## src/verilog/mic_consts.svh

```systemverilog
// Offsets, field positions, reset values and thresholds of the interrupt-acknowledge and MAC config block.
// Behaviour
// - Ack alias read returns current cause value.
// - Ack read clears five listed cause bits.
// - Ack read clears whole interrupt enable mask.
// - Alias bit layout; bits 12-15 reserved.
// - Gap select sets post-collision deferral gap.
// - Full duplex stops deferring to receive.
// - Full duplex stops carrier loss counting.
// - Duplex change waits for both path resets.
// - Oversize threshold 1514, or 4491 when long.
// - Compared length covers addresses, type, checksum.
// - Pause frames honoured only when enabled.
// - Keep checksum passes it, else stripped.
// - Checksum checking independent of keep bit.
// - Buffer loopback joins transmit to receive FIFO.
// - Controller loopback joins MAC tx to rx.
// - Pending flag is masked OR, equals line.
// - Writing one clears an ordinary cause bit.
// - Receive DMA clears rx frame in FIFO.
`ifndef MIC_CONSTS_SVH
`define MIC_CONSTS_SVH

`define MIC_OFF_MASK 8'h4C
`define MIC_OFF_ACK 8'h4A
`define MIC_OFF_CAUSE 8'h4E
`define MIC_OFF_CFG 8'h50

`define MIC_B_PEND 0
`define MIC_B_HOSTF 1
`define MIC_B_TXDONE 2
`define MIC_B_CTRLF 3
`define MIC_B_RXFIFO 4
`define MIC_B_SWI 6
`define MIC_B_NEAROVF 7
`define MIC_B_LINK 8
`define MIC_B_TXDMA 9
`define MIC_B_RXDMA 10
`define MIC_B_MODEM 11

`define MIC_ACK_CLR 16'h0748
`define MIC_CAUSE_IMPL 16'h0FDE
`define MIC_CAUSE_W1C 16'h0FCE
`define MIC_CFG_IMPL 16'h0F63

`define MIC_C_GAP_LO 0
`define MIC_C_GAP_HI 1
`define MIC_C_DUPLEX 5
`define MIC_C_LONG 6
`define MIC_C_PAUSE 8
`define MIC_C_KEEP 9
`define MIC_C_BUFLB 10
`define MIC_C_MACLB 11

`define MIC_RST_WORD 16'h0000
`define MIC_LEN_STD 16'h05EA
`define MIC_LEN_LONG 16'h118B

`endif

```

## src/verilog/mic_pkg.sv

```systemverilog
// Types shared by the interrupt-acknowledge and MAC config block.
package mic_pkg;

typedef logic [15:0] mic_word_t;
typedef logic [7:0] mic_addr_t;
typedef logic [1:0] mic_gap_t;

typedef struct packed {
    logic [15:0] cause;
    logic [15:0] mask;
    logic [15:0] cfg;
    logic irq;
    logic [15:0] rdata;
    logic rvalid;
    logic eff_duplex;
    logic eff_buf_lb;
    logic eff_mac_lb;
    logic seen_tx;
    logic seen_rx;
    logic pause_start;
    logic pause_as_data;
    logic crc_error;
    logic tx_defer;
    logic carrier_en;
    logic strip_fcs;
} mic_state_t;

typedef struct packed {
    logic flag;
    logic valid;
} mic_ovs_t;

endpackage

```

## src/verilog/mic_oversize.sv

```systemverilog
// Oversize frame check against the standard or long-frame threshold, chosen by long_frame_accept.
`timescale 1ns/1ps
`include "mic_consts.svh"
module mic_oversize (
    input wire logic clk,
    input wire logic resetn,
    input wire logic long_frame_accept,
    input wire logic rx_len_valid,
    input wire mic_pkg::mic_word_t rx_frame_len,
    output logic frame_too_long_flag,
    output logic too_long_valid
);
    import mic_pkg::*;

    mic_ovs_t st_reg;
    mic_ovs_t st_next;
    mic_word_t limit;

    always_comb begin
        limit = long_frame_accept ? `MIC_LEN_LONG : `MIC_LEN_STD;
        st_next.valid = rx_len_valid;
        st_next.flag = rx_len_valid && (rx_frame_len >= limit);
    end

    always_ff @(posedge clk or negedge resetn) begin
        if (!resetn) begin
            st_reg <= '0;
        end else begin
            st_reg <= st_next;
        end
    end

    assign frame_too_long_flag = st_reg.flag;
    assign too_long_valid = st_reg.valid;

    a_oversize_limit: assert property (@(posedge clk) disable iff (!resetn)
        rx_len_valid |=> frame_too_long_flag ==
        ($past(rx_frame_len) >= ($past(long_frame_accept) ? 16'h118B : 16'h05EA)))
        else $error("oversize flag does not match threshold");

endmodule // mic_oversize

```

## src/verilog/mic_top.sv

```systemverilog
// Interrupt cause, acknowledge alias, interrupt mask and MAC config register block.
`timescale 1ns/1ps
`include "mic_consts.svh"
module mic_top (
    input wire logic clk,
    input wire logic resetn,
    input wire mic_pkg::mic_addr_t io_addr,
    input wire logic io_rd,
    input wire logic io_wr,
    input wire mic_pkg::mic_word_t io_wdata,
    output mic_pkg::mic_word_t io_rdata,
    output logic io_rdata_valid,
    input wire logic evt_host_bus_fault,
    input wire logic evt_tx_frame_done,
    input wire logic evt_control_frame_seen,
    input wire logic evt_rx_frame_in_fifo,
    input wire logic evt_software_interrupt,
    input wire logic evt_counter_near_overflow,
    input wire logic evt_link_change,
    input wire logic evt_tx_transfer_done,
    input wire logic evt_rx_transfer_done,
    input wire logic evt_modem_line_event,
    input wire logic rx_dma_frame_taken,
    input wire logic tx_path_reset,
    input wire logic rx_path_reset,
    input wire logic rx_pause_frame_seen,
    input wire logic rx_crc_check_valid,
    input wire logic rx_crc_bad,
    input wire logic rx_len_valid,
    input wire mic_pkg::mic_word_t rx_frame_len,
    output logic interrupt_line,
    output mic_pkg::mic_gap_t gap_select,
    output logic duplex_full_on,
    output logic tx_defer_to_rx,
    output logic carrier_loss_count_en,
    output logic long_frame_accept,
    output logic pause_honor_on,
    output logic pause_start,
    output logic pause_as_data,
    output logic keep_checksum,
    output logic strip_checksum,
    output logic crc_error,
    output logic buffer_loopback,
    output logic controller_side_loopback,
    output logic frame_too_long_flag,
    output logic too_long_valid
);
    import mic_pkg::*;

    localparam mic_state_t ST_RESET = '{tx_defer: 1'b1, carrier_en: 1'b1, strip_fcs: 1'b1, default: '0};
    mic_state_t st_reg;
    mic_state_t st_next;
    mic_word_t set_vec;
    mic_word_t clr_vec;
    logic rd_ack;
    logic rd_cause;
    logic rd_mask;
    logic rd_cfg;
    logic wr_cause;
    logic wr_mask;
    logic wr_cfg;

    function automatic logic hit(input mic_addr_t a, input mic_addr_t off);
        hit = (a == off);
    endfunction

    function automatic mic_word_t cause_view(input mic_word_t c, input logic p);
        cause_view = (c & `MIC_CAUSE_IMPL) | {15'h0000, p};
    endfunction

    always_comb begin
        rd_ack = io_rd && hit(io_addr, `MIC_OFF_ACK);
        rd_cause = io_rd && hit(io_addr, `MIC_OFF_CAUSE);
        rd_mask = io_rd && hit(io_addr, `MIC_OFF_MASK);
        rd_cfg = io_rd && hit(io_addr, `MIC_OFF_CFG);
        wr_cause = io_wr && hit(io_addr, `MIC_OFF_CAUSE);
        wr_mask = io_wr && hit(io_addr, `MIC_OFF_MASK);
        wr_cfg = io_wr && hit(io_addr, `MIC_OFF_CFG);
    end

    // Event inputs gathered in the cause bit layout.
    always_comb begin
        set_vec = 16'h0000;
        set_vec[`MIC_B_HOSTF] = evt_host_bus_fault;
        set_vec[`MIC_B_TXDONE] = evt_tx_frame_done;
        set_vec[`MIC_B_CTRLF] = evt_control_frame_seen;
        set_vec[`MIC_B_RXFIFO] = evt_rx_frame_in_fifo;
        set_vec[`MIC_B_SWI] = evt_software_interrupt;
        set_vec[`MIC_B_NEAROVF] = evt_counter_near_overflow;
        set_vec[`MIC_B_LINK] = evt_link_change;
        set_vec[`MIC_B_TXDMA] = evt_tx_transfer_done;
        set_vec[`MIC_B_RXDMA] = evt_rx_transfer_done;
        set_vec[`MIC_B_MODEM] = evt_modem_line_event;
    end

    // Clear sources for the cause bits; a new event always wins.
    always_comb begin
        clr_vec = 16'h0000;
        if (rd_ack) begin
            clr_vec = clr_vec | `MIC_ACK_CLR;
        end
        if (wr_cause) begin
            clr_vec = clr_vec | (io_wdata & `MIC_CAUSE_W1C);
        end
        if (rx_dma_frame_taken) begin
            clr_vec[`MIC_B_RXFIFO] = 1'b1;
        end
    end

    always_comb begin
        st_next = st_reg;
        st_next.cause = ((st_reg.cause & ~clr_vec) | set_vec) & `MIC_CAUSE_IMPL;
        if (rd_ack) begin
            st_next.mask = 16'h0000;
        end else if (wr_mask) begin
            st_next.mask = io_wdata & `MIC_CAUSE_IMPL;
        end
        st_next.irq = |(st_next.cause & st_next.mask);
        if (wr_cfg) begin
            st_next.cfg = io_wdata & `MIC_CFG_IMPL;
            st_next.seen_tx = 1'b0;
            st_next.seen_rx = 1'b0;
        end else begin
            st_next.seen_tx = st_reg.seen_tx | tx_path_reset;
            st_next.seen_rx = st_reg.seen_rx | rx_path_reset;
        end
        if (!wr_cfg && st_next.seen_tx && st_next.seen_rx) begin
            st_next.eff_duplex = st_reg.cfg[`MIC_C_DUPLEX];
            st_next.eff_buf_lb = st_reg.cfg[`MIC_C_BUFLB];
            st_next.eff_mac_lb = st_reg.cfg[`MIC_C_MACLB];
        end
        st_next.rvalid = io_rd;
        if (rd_ack || rd_cause) begin
            st_next.rdata = cause_view(st_reg.cause, st_reg.irq);
        end else if (rd_mask) begin
            st_next.rdata = st_reg.mask;
        end else if (rd_cfg) begin
            st_next.rdata = st_reg.cfg;
        end else begin
            st_next.rdata = 16'h0000;
        end
        st_next.pause_start = rx_pause_frame_seen && st_reg.cfg[`MIC_C_PAUSE];
        st_next.pause_as_data = rx_pause_frame_seen && !st_reg.cfg[`MIC_C_PAUSE];
        st_next.crc_error = rx_crc_check_valid && rx_crc_bad;
        st_next.tx_defer = !st_next.eff_duplex;
        st_next.carrier_en = !st_next.eff_duplex;
        st_next.strip_fcs = !st_next.cfg[`MIC_C_KEEP];
    end

    always_ff @(posedge clk or negedge resetn) begin
        if (!resetn) begin
            st_reg <= ST_RESET;
        end else begin
            st_reg <= st_next;
        end
    end

    mic_oversize u_oversize (
        .clk(clk),
        .resetn(resetn),
        .long_frame_accept(st_reg.cfg[`MIC_C_LONG]),
        .rx_len_valid(rx_len_valid),
        .rx_frame_len(rx_frame_len),
        .frame_too_long_flag(frame_too_long_flag),
        .too_long_valid(too_long_valid)
    );

    assign io_rdata = st_reg.rdata;
    assign io_rdata_valid = st_reg.rvalid;
    assign interrupt_line = st_reg.irq;
    assign gap_select = st_reg.cfg[`MIC_C_GAP_HI:`MIC_C_GAP_LO];
    assign duplex_full_on = st_reg.eff_duplex;
    assign tx_defer_to_rx = st_reg.tx_defer;
    assign carrier_loss_count_en = st_reg.carrier_en;
    assign long_frame_accept = st_reg.cfg[`MIC_C_LONG];
    assign pause_honor_on = st_reg.cfg[`MIC_C_PAUSE];
    assign pause_start = st_reg.pause_start;
    assign pause_as_data = st_reg.pause_as_data;
    assign keep_checksum = st_reg.cfg[`MIC_C_KEEP];
    assign strip_checksum = st_reg.strip_fcs;
    assign crc_error = st_reg.crc_error;
    assign buffer_loopback = st_reg.eff_buf_lb;
    assign controller_side_loopback = st_reg.eff_mac_lb;

    // Checks next to the logic above.

    a_ack_read_data: assert property (@(posedge clk) disable iff (!resetn)
        (io_rd && io_addr == 8'h4A) |=>
        io_rdata_valid && io_rdata == ((($past(st_reg.cause)) & 16'h0FDE) | {15'h0000, $past(interrupt_line)}))
        else $error("ack alias read data differs from cause");

    a_ack_clears_bits: assert property (@(posedge clk) disable iff (!resetn)
        (io_rd && io_addr == 8'h4A && !evt_control_frame_seen && !evt_software_interrupt
        && !evt_link_change && !evt_tx_transfer_done && !evt_rx_transfer_done) |=>
        (st_reg.cause & 16'h0748) == 16'h0000)
        else $error("ack read left an acknowledged bit set");

    a_ack_keeps_others: assert property (@(posedge clk) disable iff (!resetn)
        (io_rd && io_addr == 8'h4A && !io_wr && !rx_dma_frame_taken) |=>
        (st_reg.cause & 16'h08B6) == (($past(st_reg.cause) & 16'h08B6) | ($past(set_vec) & 16'h08B6)))
        else $error("ack read cleared a bit outside its set");

    a_ack_event_wins: assert property (@(posedge clk) disable iff (!resetn)
        (io_rd && io_addr == 8'h4A && evt_link_change) |=> st_reg.cause[8])
        else $error("event lost during ack read");

    a_ack_clears_mask: assert property (@(posedge clk) disable iff (!resetn)
        (io_rd && io_addr == 8'h4A) |=> st_reg.mask == 16'h0000 ##1 (!interrupt_line || $past(io_wr)))
        else $error("ack read did not clear the mask");

    a_pending_is_or: assert property (@(posedge clk) disable iff (!resetn)
        interrupt_line == (|(st_reg.cause & st_reg.mask)))
        else $error("interrupt line differs from masked cause");

    a_reserved_zero: assert property (@(posedge clk) disable iff (!resetn)
        io_rdata_valid |-> io_rdata[15:12] == 4'h0 && ($past(io_addr) == 8'h50 || !io_rdata[5]))
        else $error("reserved bits read non-zero");

    a_cfg_reserved: assert property (@(posedge clk) disable iff (!resetn)
        (st_reg.cfg & ~16'h0F63) == 16'h0000)
        else $error("reserved config bit stored");

    a_duplex_waits: assert property (@(posedge clk) disable iff (!resetn)
        (io_wr && io_addr == 8'h50) ##1 (!tx_path_reset [*3]) |=> $stable(duplex_full_on))
        else $error("duplex changed without tx path reset");

    a_duplex_applies: assert property (@(posedge clk) disable iff (!resetn)
        (!io_wr && st_reg.seen_tx && st_reg.seen_rx) |=>
        duplex_full_on == $past(st_reg.cfg[5]) ##0 buffer_loopback == $past(st_reg.cfg[10]))
        else $error("duplex not applied after both path resets");

    a_defer_duplex: assert property (@(posedge clk) disable iff (!resetn)
        duplex_full_on |-> !tx_defer_to_rx && !carrier_loss_count_en)
        else $error("defer or carrier count active in full duplex");

    a_pause_honor: assert property (@(posedge clk) disable iff (!resetn)
        rx_pause_frame_seen |=> (pause_start == $past(pause_honor_on)) && (pause_as_data != pause_start))
        else $error("pause frame handling ignores honour bit");

    a_crc_indep: assert property (@(posedge clk) disable iff (!resetn)
        (rx_crc_check_valid && rx_crc_bad) |=> crc_error)
        else $error("checksum error not reported");

    a_strip_keep: assert property (@(posedge clk) disable iff (!resetn)
        (io_wr && io_addr == 8'h50) |=> keep_checksum == $past(io_wdata[9]) && strip_checksum == !keep_checksum)
        else $error("checksum keep setting not taken");

    a_gap_write: assert property (@(posedge clk) disable iff (!resetn)
        (io_wr && io_addr == 8'h50) |=> gap_select == $past(io_wdata[1:0]))
        else $error("gap select not taken");

    a_rxfifo_auto: assert property (@(posedge clk) disable iff (!resetn)
        (rx_dma_frame_taken && !evt_rx_frame_in_fifo) |=> !st_reg.cause[4])
        else $error("rx frame in fifo not acknowledged by dma");

    a_w1c_cause: assert property (@(posedge clk) disable iff (!resetn)
        (io_wr && io_addr == 8'h4E && io_wdata[1] && !evt_host_bus_fault) |=> !st_reg.cause[1])
        else $error("write one did not clear cause bit");

    a_loop_mac: assert property (@(posedge clk) disable iff (!resetn)
        (!io_wr && st_reg.seen_tx && st_reg.seen_rx) |=> controller_side_loopback == $past(st_reg.cfg[11]))
        else $error("controller loopback not applied");

    a_strip_inverse: assert property (@(posedge clk) disable iff (!resetn)
        strip_checksum == !keep_checksum)
        else $error("strip and keep checksum disagree");

    a_defer_half: assert property (@(posedge clk) disable iff (!resetn)
        !duplex_full_on |-> tx_defer_to_rx && carrier_loss_count_en)
        else $error("defer or carrier count off in half duplex");

    a_long_write: assert property (@(posedge clk) disable iff (!resetn)
        (io_wr && io_addr == 8'h50) |=> long_frame_accept == $past(io_wdata[6]))
        else $error("long frame setting not taken");

    a_pause_write: assert property (@(posedge clk) disable iff (!resetn)
        (io_wr && io_addr == 8'h50) |=> pause_honor_on == $past(io_wdata[8]))
        else $error("pause honour setting not taken");

    a_cause_reserved: assert property (@(posedge clk) disable iff (!resetn)
        (st_reg.cause & ~16'h0FDE) == 16'h0000)
        else $error("reserved cause bit stored");

    a_mask_reserved: assert property (@(posedge clk) disable iff (!resetn)
        (st_reg.mask & ~16'h0FDE) == 16'h0000)
        else $error("reserved mask bit stored");

    a_rdata_idle: assert property (@(posedge clk) disable iff (!resetn)
        !io_rdata_valid |-> io_rdata == 16'h0000)
        else $error("read data not zero while idle");

    a_rvalid_pulse: assert property (@(posedge clk) disable iff (!resetn)
        io_rd |=> io_rdata_valid)
        else $error("read not answered next cycle");

    a_cause_read: assert property (@(posedge clk) disable iff (!resetn)
        (io_rd && io_addr == 8'h4E) |=>
        io_rdata == (($past(st_reg.cause) & 16'h0FDE) | {15'h0000, $past(interrupt_line)}))
        else $error("cause read data wrong");

    a_mask_write: assert property (@(posedge clk) disable iff (!resetn)
        (io_wr && !io_rd && io_addr == 8'h4C) |=> st_reg.mask == ($past(io_wdata) & 16'h0FDE))
        else $error("mask write not taken");

    a_cfg_write: assert property (@(posedge clk) disable iff (!resetn)
        (io_wr && io_addr == 8'h50) |=> st_reg.cfg == ($past(io_wdata) & 16'h0F63))
        else $error("config write not taken");

    a_maclb_waits: assert property (@(posedge clk) disable iff (!resetn)
        (io_wr && io_addr == 8'h50) ##1 (!rx_path_reset [*3]) |=> $stable(controller_side_loopback))
        else $error("controller loopback changed without rx path reset");

    a_buflb_waits: assert property (@(posedge clk) disable iff (!resetn)
        (io_wr && io_addr == 8'h50) ##1 (!rx_path_reset [*3]) |=> $stable(buffer_loopback))
        else $error("buffer loopback changed without rx path reset");

    a_cause_holds: assert property (@(posedge clk) disable iff (!resetn)
        (!io_rd && !io_wr && !rx_dma_frame_taken) |=> (st_reg.cause & $past(st_reg.cause)) == $past(st_reg.cause))
        else $error("cause bit cleared with no clear source");

    a_evt_host: assert property (@(posedge clk) disable iff (!resetn)
        evt_host_bus_fault |=> st_reg.cause[1])
        else $error("host bus fault not recorded");

    a_evt_txdone: assert property (@(posedge clk) disable iff (!resetn)
        evt_tx_frame_done |=> st_reg.cause[2])
        else $error("tx frame done not recorded");

    a_evt_rxfifo: assert property (@(posedge clk) disable iff (!resetn)
        evt_rx_frame_in_fifo |=> st_reg.cause[4])
        else $error("rx frame in fifo not recorded");

    a_evt_ctrl: assert property (@(posedge clk) disable iff (!resetn)
        evt_control_frame_seen |=> st_reg.cause[3])
        else $error("control frame event lost");

    a_evt_swi: assert property (@(posedge clk) disable iff (!resetn)
        evt_software_interrupt |=> st_reg.cause[6])
        else $error("software interrupt event lost");

    a_evt_txdma: assert property (@(posedge clk) disable iff (!resetn)
        evt_tx_transfer_done |=> st_reg.cause[9])
        else $error("tx transfer done event lost");

    a_evt_rxdma: assert property (@(posedge clk) disable iff (!resetn)
        evt_rx_transfer_done |=> st_reg.cause[10])
        else $error("rx transfer done event lost");

    a_too_long_valid: assert property (@(posedge clk) disable iff (!resetn)
        rx_len_valid |=> too_long_valid)
        else $error("oversize result not given");

endmodule // mic_top
```

## config.mk

```make
export PLATFORM = sky130hd
export DESIGN_NAME = mic_top
export DESIGN_NICKNAME = d
export VERILOG_FILES = /design/src/verilog/mic_pkg.sv /design/src/verilog/mic_oversize.sv /design/src/verilog/mic_top.sv
export VERILOG_INCLUDE_DIRS = /design/src /design/src/verilog
export SDC_FILE = /design/constraint.sdc
export NUM_CORES = 1
export LEC_CHECK = 0
export ABC_AREA = 1
export BUFFER_PORTS_ARGS = -buffer_cell sky130_fd_sc_hd__buf_2
export CAP_MARGIN = 30
export CORE_ASPECT_RATIO = 0.9
export CORE_MARGIN = 3
export CORE_UTILIZATION = 46
export CTS_CLUSTER_DIAMETER = 50
export DETAILED_ROUTE_END_ITERATION = 8
export GPL_ROUTABILITY_DRIVEN = 0
export GPL_TIMING_DRIVEN = 0
export PLACE_DENSITY = 0.8
export SLEW_MARGIN = 20
export SYNTH_ARGS = -nofsm -noshare
export SYNTH_HDL_FRONTEND = slang
export SYNTH_HIERARCHICAL = 1
export SYNTH_SLANG_ARGS = --single-unit
```

## constraint.sdc

```tcl
create_clock -name clk -period 1.8 [get_ports clk]
set_clock_uncertainty 0.15 [all_clocks]
set_input_delay 0.45 -clock clk [delete_from_list [all_inputs] [get_ports clk]]
set_output_delay 0.45 -clock clk [all_outputs]
set_load 0.05 [all_outputs]
```

==> run_results.csv, run 1 <==
group,metric,value,unit
run_status,status,"finished with violations",
run_status,violations,"negative hold slack",
min_path,min_path_type,"primary input to asynchronous set/reset pin",
cts,cts_sinks,55,
finish,final_cells,515,
synth,ys_seq_area_share,48.7,%
finish,largest_reg_flops,25,
floorplanning,ios,95,
placement,dp_slack,-0.331,ns
drt,drcViolationCount,0,
sta,worst_pin_slew,0.683,ns
finish,regArea,0.00138,mm2
synth,syn-instance-count,341,
setup_path,cp_data_arrival_time,1.13,ns
drt,ant_nets,0,
finish,multi_input_area,0.00108,mm2
grt,overflow,0,
floorplanning,die_w,88.7,um
cts,h-tree-depth,2,
floorplanning,num_rows,26,
setup_path,crit_family,"flip-flops",
finish,area_growth,25.0,%
cts,cts_hold_buf,0,
grt,grt_pass1_vias,2269,
power,ir_drop,286,uV
placement,place_inst,501,
setup_path,slowest_delay,0.54,ns
sta,fin_crit,1.73,ns
synth,netlist_area,0.00283,mm2
placement,dp_hpwl,4900,um
sta,final-setup-viol-count,0,
grt,track_usage,19.0,%
synth,yosys_warnings,6,
setup_path,crit_top_cell,"buf_4",
drt,viasPerCell,4.70,
cts,clk-insertion-delay-late,0.32,ns
setup_path,path_class,"register to output port",
synth,synth_area_leader_cell,"dfrtp_1",
placement,placed_area,0.00337,mm2
sta,slew_headroom,54.5,%
power,pwr_density_cell,691,mW/mm2
finish,fill_cells,525,
setup_path,path_cells,"buf_4 > buf_4",
finish,design_area,0.00354,mm2
synth,syn_nets,407,
drt,drtIter0Drc,160,
synth,ys_seq_elements,55,
cts,cts_tree,"built",
synth,synthFlopType,"dfrtp_1",
sta,clock.fmax,579,MHz
synth,syn_avg_cell_area,8.30,um2
floorplanning,initial_utilization,48.6,%
synth,yosysMostFrequentCell,"nand2_1",
sta,finalHoldViolations,1,
floorplanning,coreArea,0.00582,mm2
setup_path,crit_path_start_kind,"register",
placement,port_buffers,90,
finish,nets,510,
finish,fin_util,60.8,%
cts,cts-root-buf,"clkbuf_8",
setup_path,critPathBufInv,2,
synth,yosysTopAreaCellShare,46.9,%
setup_path,cp_max_fo,2,
sta,drv_slew,0,
drt,via_count,2420,
finish,post_route_cells_drive_above_1_share,36.4,%
grt,grt_max_degree,56,
synth,synth_edf_count,0,
grt,antenna_found_initial,0,
cts,cts_buffers,5,
setup_path,crit_slowest_cell,"dfstp_2",
sta,fin_ws,0.0742,ns
finish,diodes,0,
flow_run,cap_viol_max_count,0,
synth,synth-async-reset-ratio,100,%
synth,yosys-top-cells-area,"dfrtp_1 (47%), nand2_1 (12%), inv_1 (7.6%), buf_4 (5.0%), nor2_1 (4.5%)",
grt,grt_pass1_wl,10400,um
cts,clkSlewWorstSetupHoldPaths,0.10,ns
drt,first_pass_iters,4,
drt,wl_per_cell,12.5,um
synth,synth_cell_types,38,
synth,synth_common_cells,"nand2_1 (94), inv_1 (57), dfrtp_1 (53)",
cts,clockBufferDepth,2,
sta,fin_crit_sh,95.9,%
drt,routed_wl,6460,um
power,p_leak,2.12,nW
floorplanning,die-area,0.00713,mm2
floorplanning,die_h,80.4,um
sta,whs,-0.00591,ns
setup_path,cp-end-kind,"output port",
setup_path,crit_required,1.20,ns
[path summary, 6_finish.rpt]
path | from | to | slack, ns | cells past startpoint
max | carrier_loss_count_en$_DFF_PN1_ | tx_defer_to_rx | 0.07 | 2
min | resetn | buffer_loopback$_DFFE_PN0P_ | -0.006 | 1
max reg2reg | long_frame_accept$_DFFE_PN0P_ | u_oversize/frame_too_long_flag$_DFF_PN0_ | 0.29 | 7
min reg2reg | duplex_full_on$_DFF_PN0_ | carrier_loss_count_en$_DFF_PN1_ | 0.32 | 1
max in group asynchronous | resetn | st_reg[46]$_DFF_PN0_ | 1.02 | 1
min in group clk | rx_len_valid | u_oversize/too_long_valid$_DFF_PN0_ | 0.10 | 1
[layout by cell type (no fill, tap or decap), types with 2 or more instances in the layout]
cell / n
nand2_1: 93
buf_2: 89
inv_1: 57
dfrtp_1: 53
nor2_1: 33
buf_4: 27
nand2_2: 8
nand4_1: 8
nor2_4: 6
o21ai_0: 6
a21oi_1: 6
clkbuf_8: 6
nand3_1: 5
ha_1: 5
nor2_2: 4
o21ai_1: 4
o21bai_1: 3
mux2_2: 3
inv_2: 2
buf_6: 2
o211ai_1: 2
o22ai_1: 2
dfstp_2: 2
a21oi_2: 2
[worst register-to-register path: stages, from the launching register on]
cell     delay (ns)
dfrtp_1        0.48
ha_1           0.31
nand2_1        0.08
inv_1          0.04
a21oi_1        0.14
nand2_1        0.08
nand2_1        0.08
a21oi_2        0.05
[power breakdown]
part	switching, mW	total, mW	internal [mW]
clock network	0.417	0.732	0.315
registers	0.0229	1.31	1.29
logic	0.265	0.401	0.136
[per-stage QoR]
step	total power, mW	TNS (ns)
after global placement	1.72	-4.13
after global routing	2.57	-0.0150
final	2.44	0
after floorplan	1.58	0
after detailed placement	1.73	-5.55
after CTS	2.46	0
[metal layers]
metal	routed length [um]	GRT usage [%]
met5	0	0
met4	38	4.98
met3	477	4.21
met2	3110	30.8
met1	2840	25.8
[cell type report]
type | instances | area share, %
multi-input cells | 204 | 30.4
repair buffers | 96 | 14.1
inverters | 59 | 6.26
clock inverters | 2 | 0.460
well taps | 70 | 2.48
clock buffers | 6 | 2.33
flip-flops and latches | 55 | 39.0
plain buffers | 23 | 4.95
[kinds of logic (layout without fill, tap and decap cells)]
| kind of cell | count (synthesis) | in the layout | synth area share (%) |
|---|---|---|---|
| adder cells (fa/ha/maj) | 5 | 5 | 2.21 |
| AND/OR/NAND/NOR | 163 | 163 | 26.0 |
| buffers and inverters | 82 | 186 | 14.0 |
| other | 1 | 1 | 0.132 |
| multiplexers | 3 | 3 | 1.19 |
| flip-flops | 55 | 55 | 48.7 |
| AO/OA/AOI/OAI | 32 | 32 | 7.78 |
[timing repair]
item / in CTS / in global routing
setup buffers: 0 / 6
setup endpoints to repair: 0 / 17
gates resized for setup: 0 / 8
Note: power is estimated with default switching activity, not from simulation.
==> run 2, diff against run 1 <==
--- a/config.mk
+++ b/config.mk
@@ -9,9 +9,9 @@
 export ABC_AREA = 1
 export BUFFER_PORTS_ARGS = -buffer_cell sky130_fd_sc_hd__buf_2
 export CAP_MARGIN = 30
-export CORE_ASPECT_RATIO = 0.9
 export CORE_MARGIN = 3
 export CORE_UTILIZATION = 46
+export CTS_BUF_LIST = sky130_fd_sc_hd__clkbuf_8
 export CTS_CLUSTER_DIAMETER = 50
 export DETAILED_ROUTE_END_ITERATION = 8
 export GPL_ROUTABILITY_DRIVEN = 0
==> run_results.csv, run 2 (same netlist as run 1, synthesis figures left out) <==
group,metric,value,unit
floorplanning,coreArea,0.00574,mm2
sta,worst_pin_slew,0.675,ns
setup_path,crit_slowest_cell,"dfstp_2",
drt,via_count,2464,
finish,final_cells,511,
finish,area_growth,23.7,%
cts,cts-root-buf,"clkbuf_8",
cts,h-tree-depth,2,
drt,first_pass_iters,6,
finish,nets,504,
floorplanning,die_h,84.4,um
finish,mostFrequentLayoutCell,"nand2_1",
sta,whs,0.0204,ns
min_path,min_path_type,"primary input to asynchronous set/reset pin",
power,pwr-share-clk,31.8,%
flow_run,cap_viol_max_count,0,
floorplanning,ios,95,
cts,clkSlewWorstSetupHoldPaths,0.09,ns
sta,fin_ws,0.0581,ns
grt,overflow,0,
setup_path,crit_path_start_kind,"register",
sta,fin_crit_sh,96.8,%
power,power_frac_seq,52.3,%
setup_path,cp_data_arrival_time,1.14,ns
grt,grt_pass1_vias,2406,
drt,ant_nets,0,
placement,dp_hpwl,4840,um
power,p_comb_share,15.9,%
setup_path,cp-end-kind,"output port",
power,ir_drop,445,uV
sta,final-setup-viol-count,0,
setup_path,crit_required,1.20,ns
sta,finalHoldViolations,0,
sta,drv_slew,0,
setup_path,path_cells,"buf_4 > clkbuf_4",
drt,drtIter0Drc,125,
sta,final.setup.tns,0,ns
power,power,2.51,mW
power,sw_frac_of_total,27.1,%
grt,grt_pass1_wl,10800,um
cts,cts_resized,0,
drt,viasPerCell,4.82,
finish,design_area,0.00350,mm2
setup_path,path_class,"register to output port",
cts,cts_tree,"built",
run_status,status,"complete, no violations",
floorplanning,die-area,0.00713,mm2
grt,antenna_found_initial,0,
cts,clockBufferDepth,2,
floorplanning,num_rows,27,
power,p_leak,2.09,nW
cts,cts_hold_buf,0,
finish,final_cell_mix,"nand2_1 (93), buf_2 (89), inv_1 (59)",
grt,track_usage,18.8,%
cts,cts_sinks,55,
setup_path,slowest_delay,0.53,ns
power,pwr_density_cell,716,mW/mm2
floorplanning,die_w,84.4,um
power,power.internal,1.83,mW
sta,fin_crit,1.74,ns
floorplanning,initial_utilization,49.3,%
sta,clock.fmax,574,MHz
finish,diodes,0,
placement,place_inst,503,
cts,postCtsSetupBuffers,0,
finish,post_route_cells_drive_above_1_share,34.9,%
power,p_switching,0.680,mW
grt,grt_max_degree,56,
sta,slew_headroom,55.0,%
setup_path,r2r_cells,7,
cts,cts_buffers,5,
drt,routed_wl,6410,um
drt,wl_per_cell,12.5,um
finish,largest_reg_flops,25,
placement,dp_slack,-0.311,ns
setup_path,cp_max_fo,2,
placement,placed_area,0.00337,mm2
placement,port_buffers,90,
finish,fin_util,61.0,%
cts,clk-insertion-delay-late,0.31,ns
drt,drcViolationCount,0,
run 2: final timing paths:
| kind | start | endpoint | slack [ns] |
|---|---|---|---|
| max | carrier_loss_count_en$_DFF_PN1_ | tx_defer_to_rx | 0.06 |
| min | resetn | buffer_loopback$_DFFE_PN0P_ | 0.02 |
| max reg2reg | long_frame_accept$_DFFE_PN0P_ | u_oversize/frame_too_long_flag$_DFF_PN0_ | 0.28 |
| min reg2reg | controller_side_loopback$_DFFE_PN0P_ | controller_side_loopback$_DFFE_PN0P_ | 0.33 |
| max in group asynchronous | resetn | st_reg[67]$_DFF_PN0_ | 1.03 |
| min in group clk | rx_len_valid | u_oversize/too_long_valid$_DFF_PN0_ | 0.11 |
run 2: layer usage:
layer / up-vias / GRT usage, % / share of wire (%)
li1: 1222 / - / -
met1: 1134 / 23.8 / 41
met2: 103 / 32.4 / 50
met3: 5 / 4.42 / 8.3
met4: 0 / 4.89 / 0.69
met5: - / 0 / 0
run 2: cell type report:
class	instances	area, um2
Sequential cell	55	1380
Timing Repair Buffer	90	455
Clock buffer	5	68.8
Fill cell	527	2240
Clock inverter	3	37.5
Tap cell	72	90.1
Buffer	23	174
Inverter	59	221
Multi-Input combinational cell	204	1080
run 2: worst max-delay path, delay by kind of cell, from the launching register on:
kind / cells / cell delay, ns
DFF: 1 / 0.53
buffers and inverters: 2 / 0.30
run 2: power by group through the flow:
stage / registers (mW) / logic (mW) / clock network (mW)
final: 1.31 / 0.399 / 0.798
after global routing: 1.32 / 0.446 / 0.877
after CTS: 1.31 / 0.398 / 0.809
after detailed placement: 1.33 / 0.396 / 0
after global placement: 1.33 / 0.384 / 0
after floorplan: 1.39 / 0.191 / 0
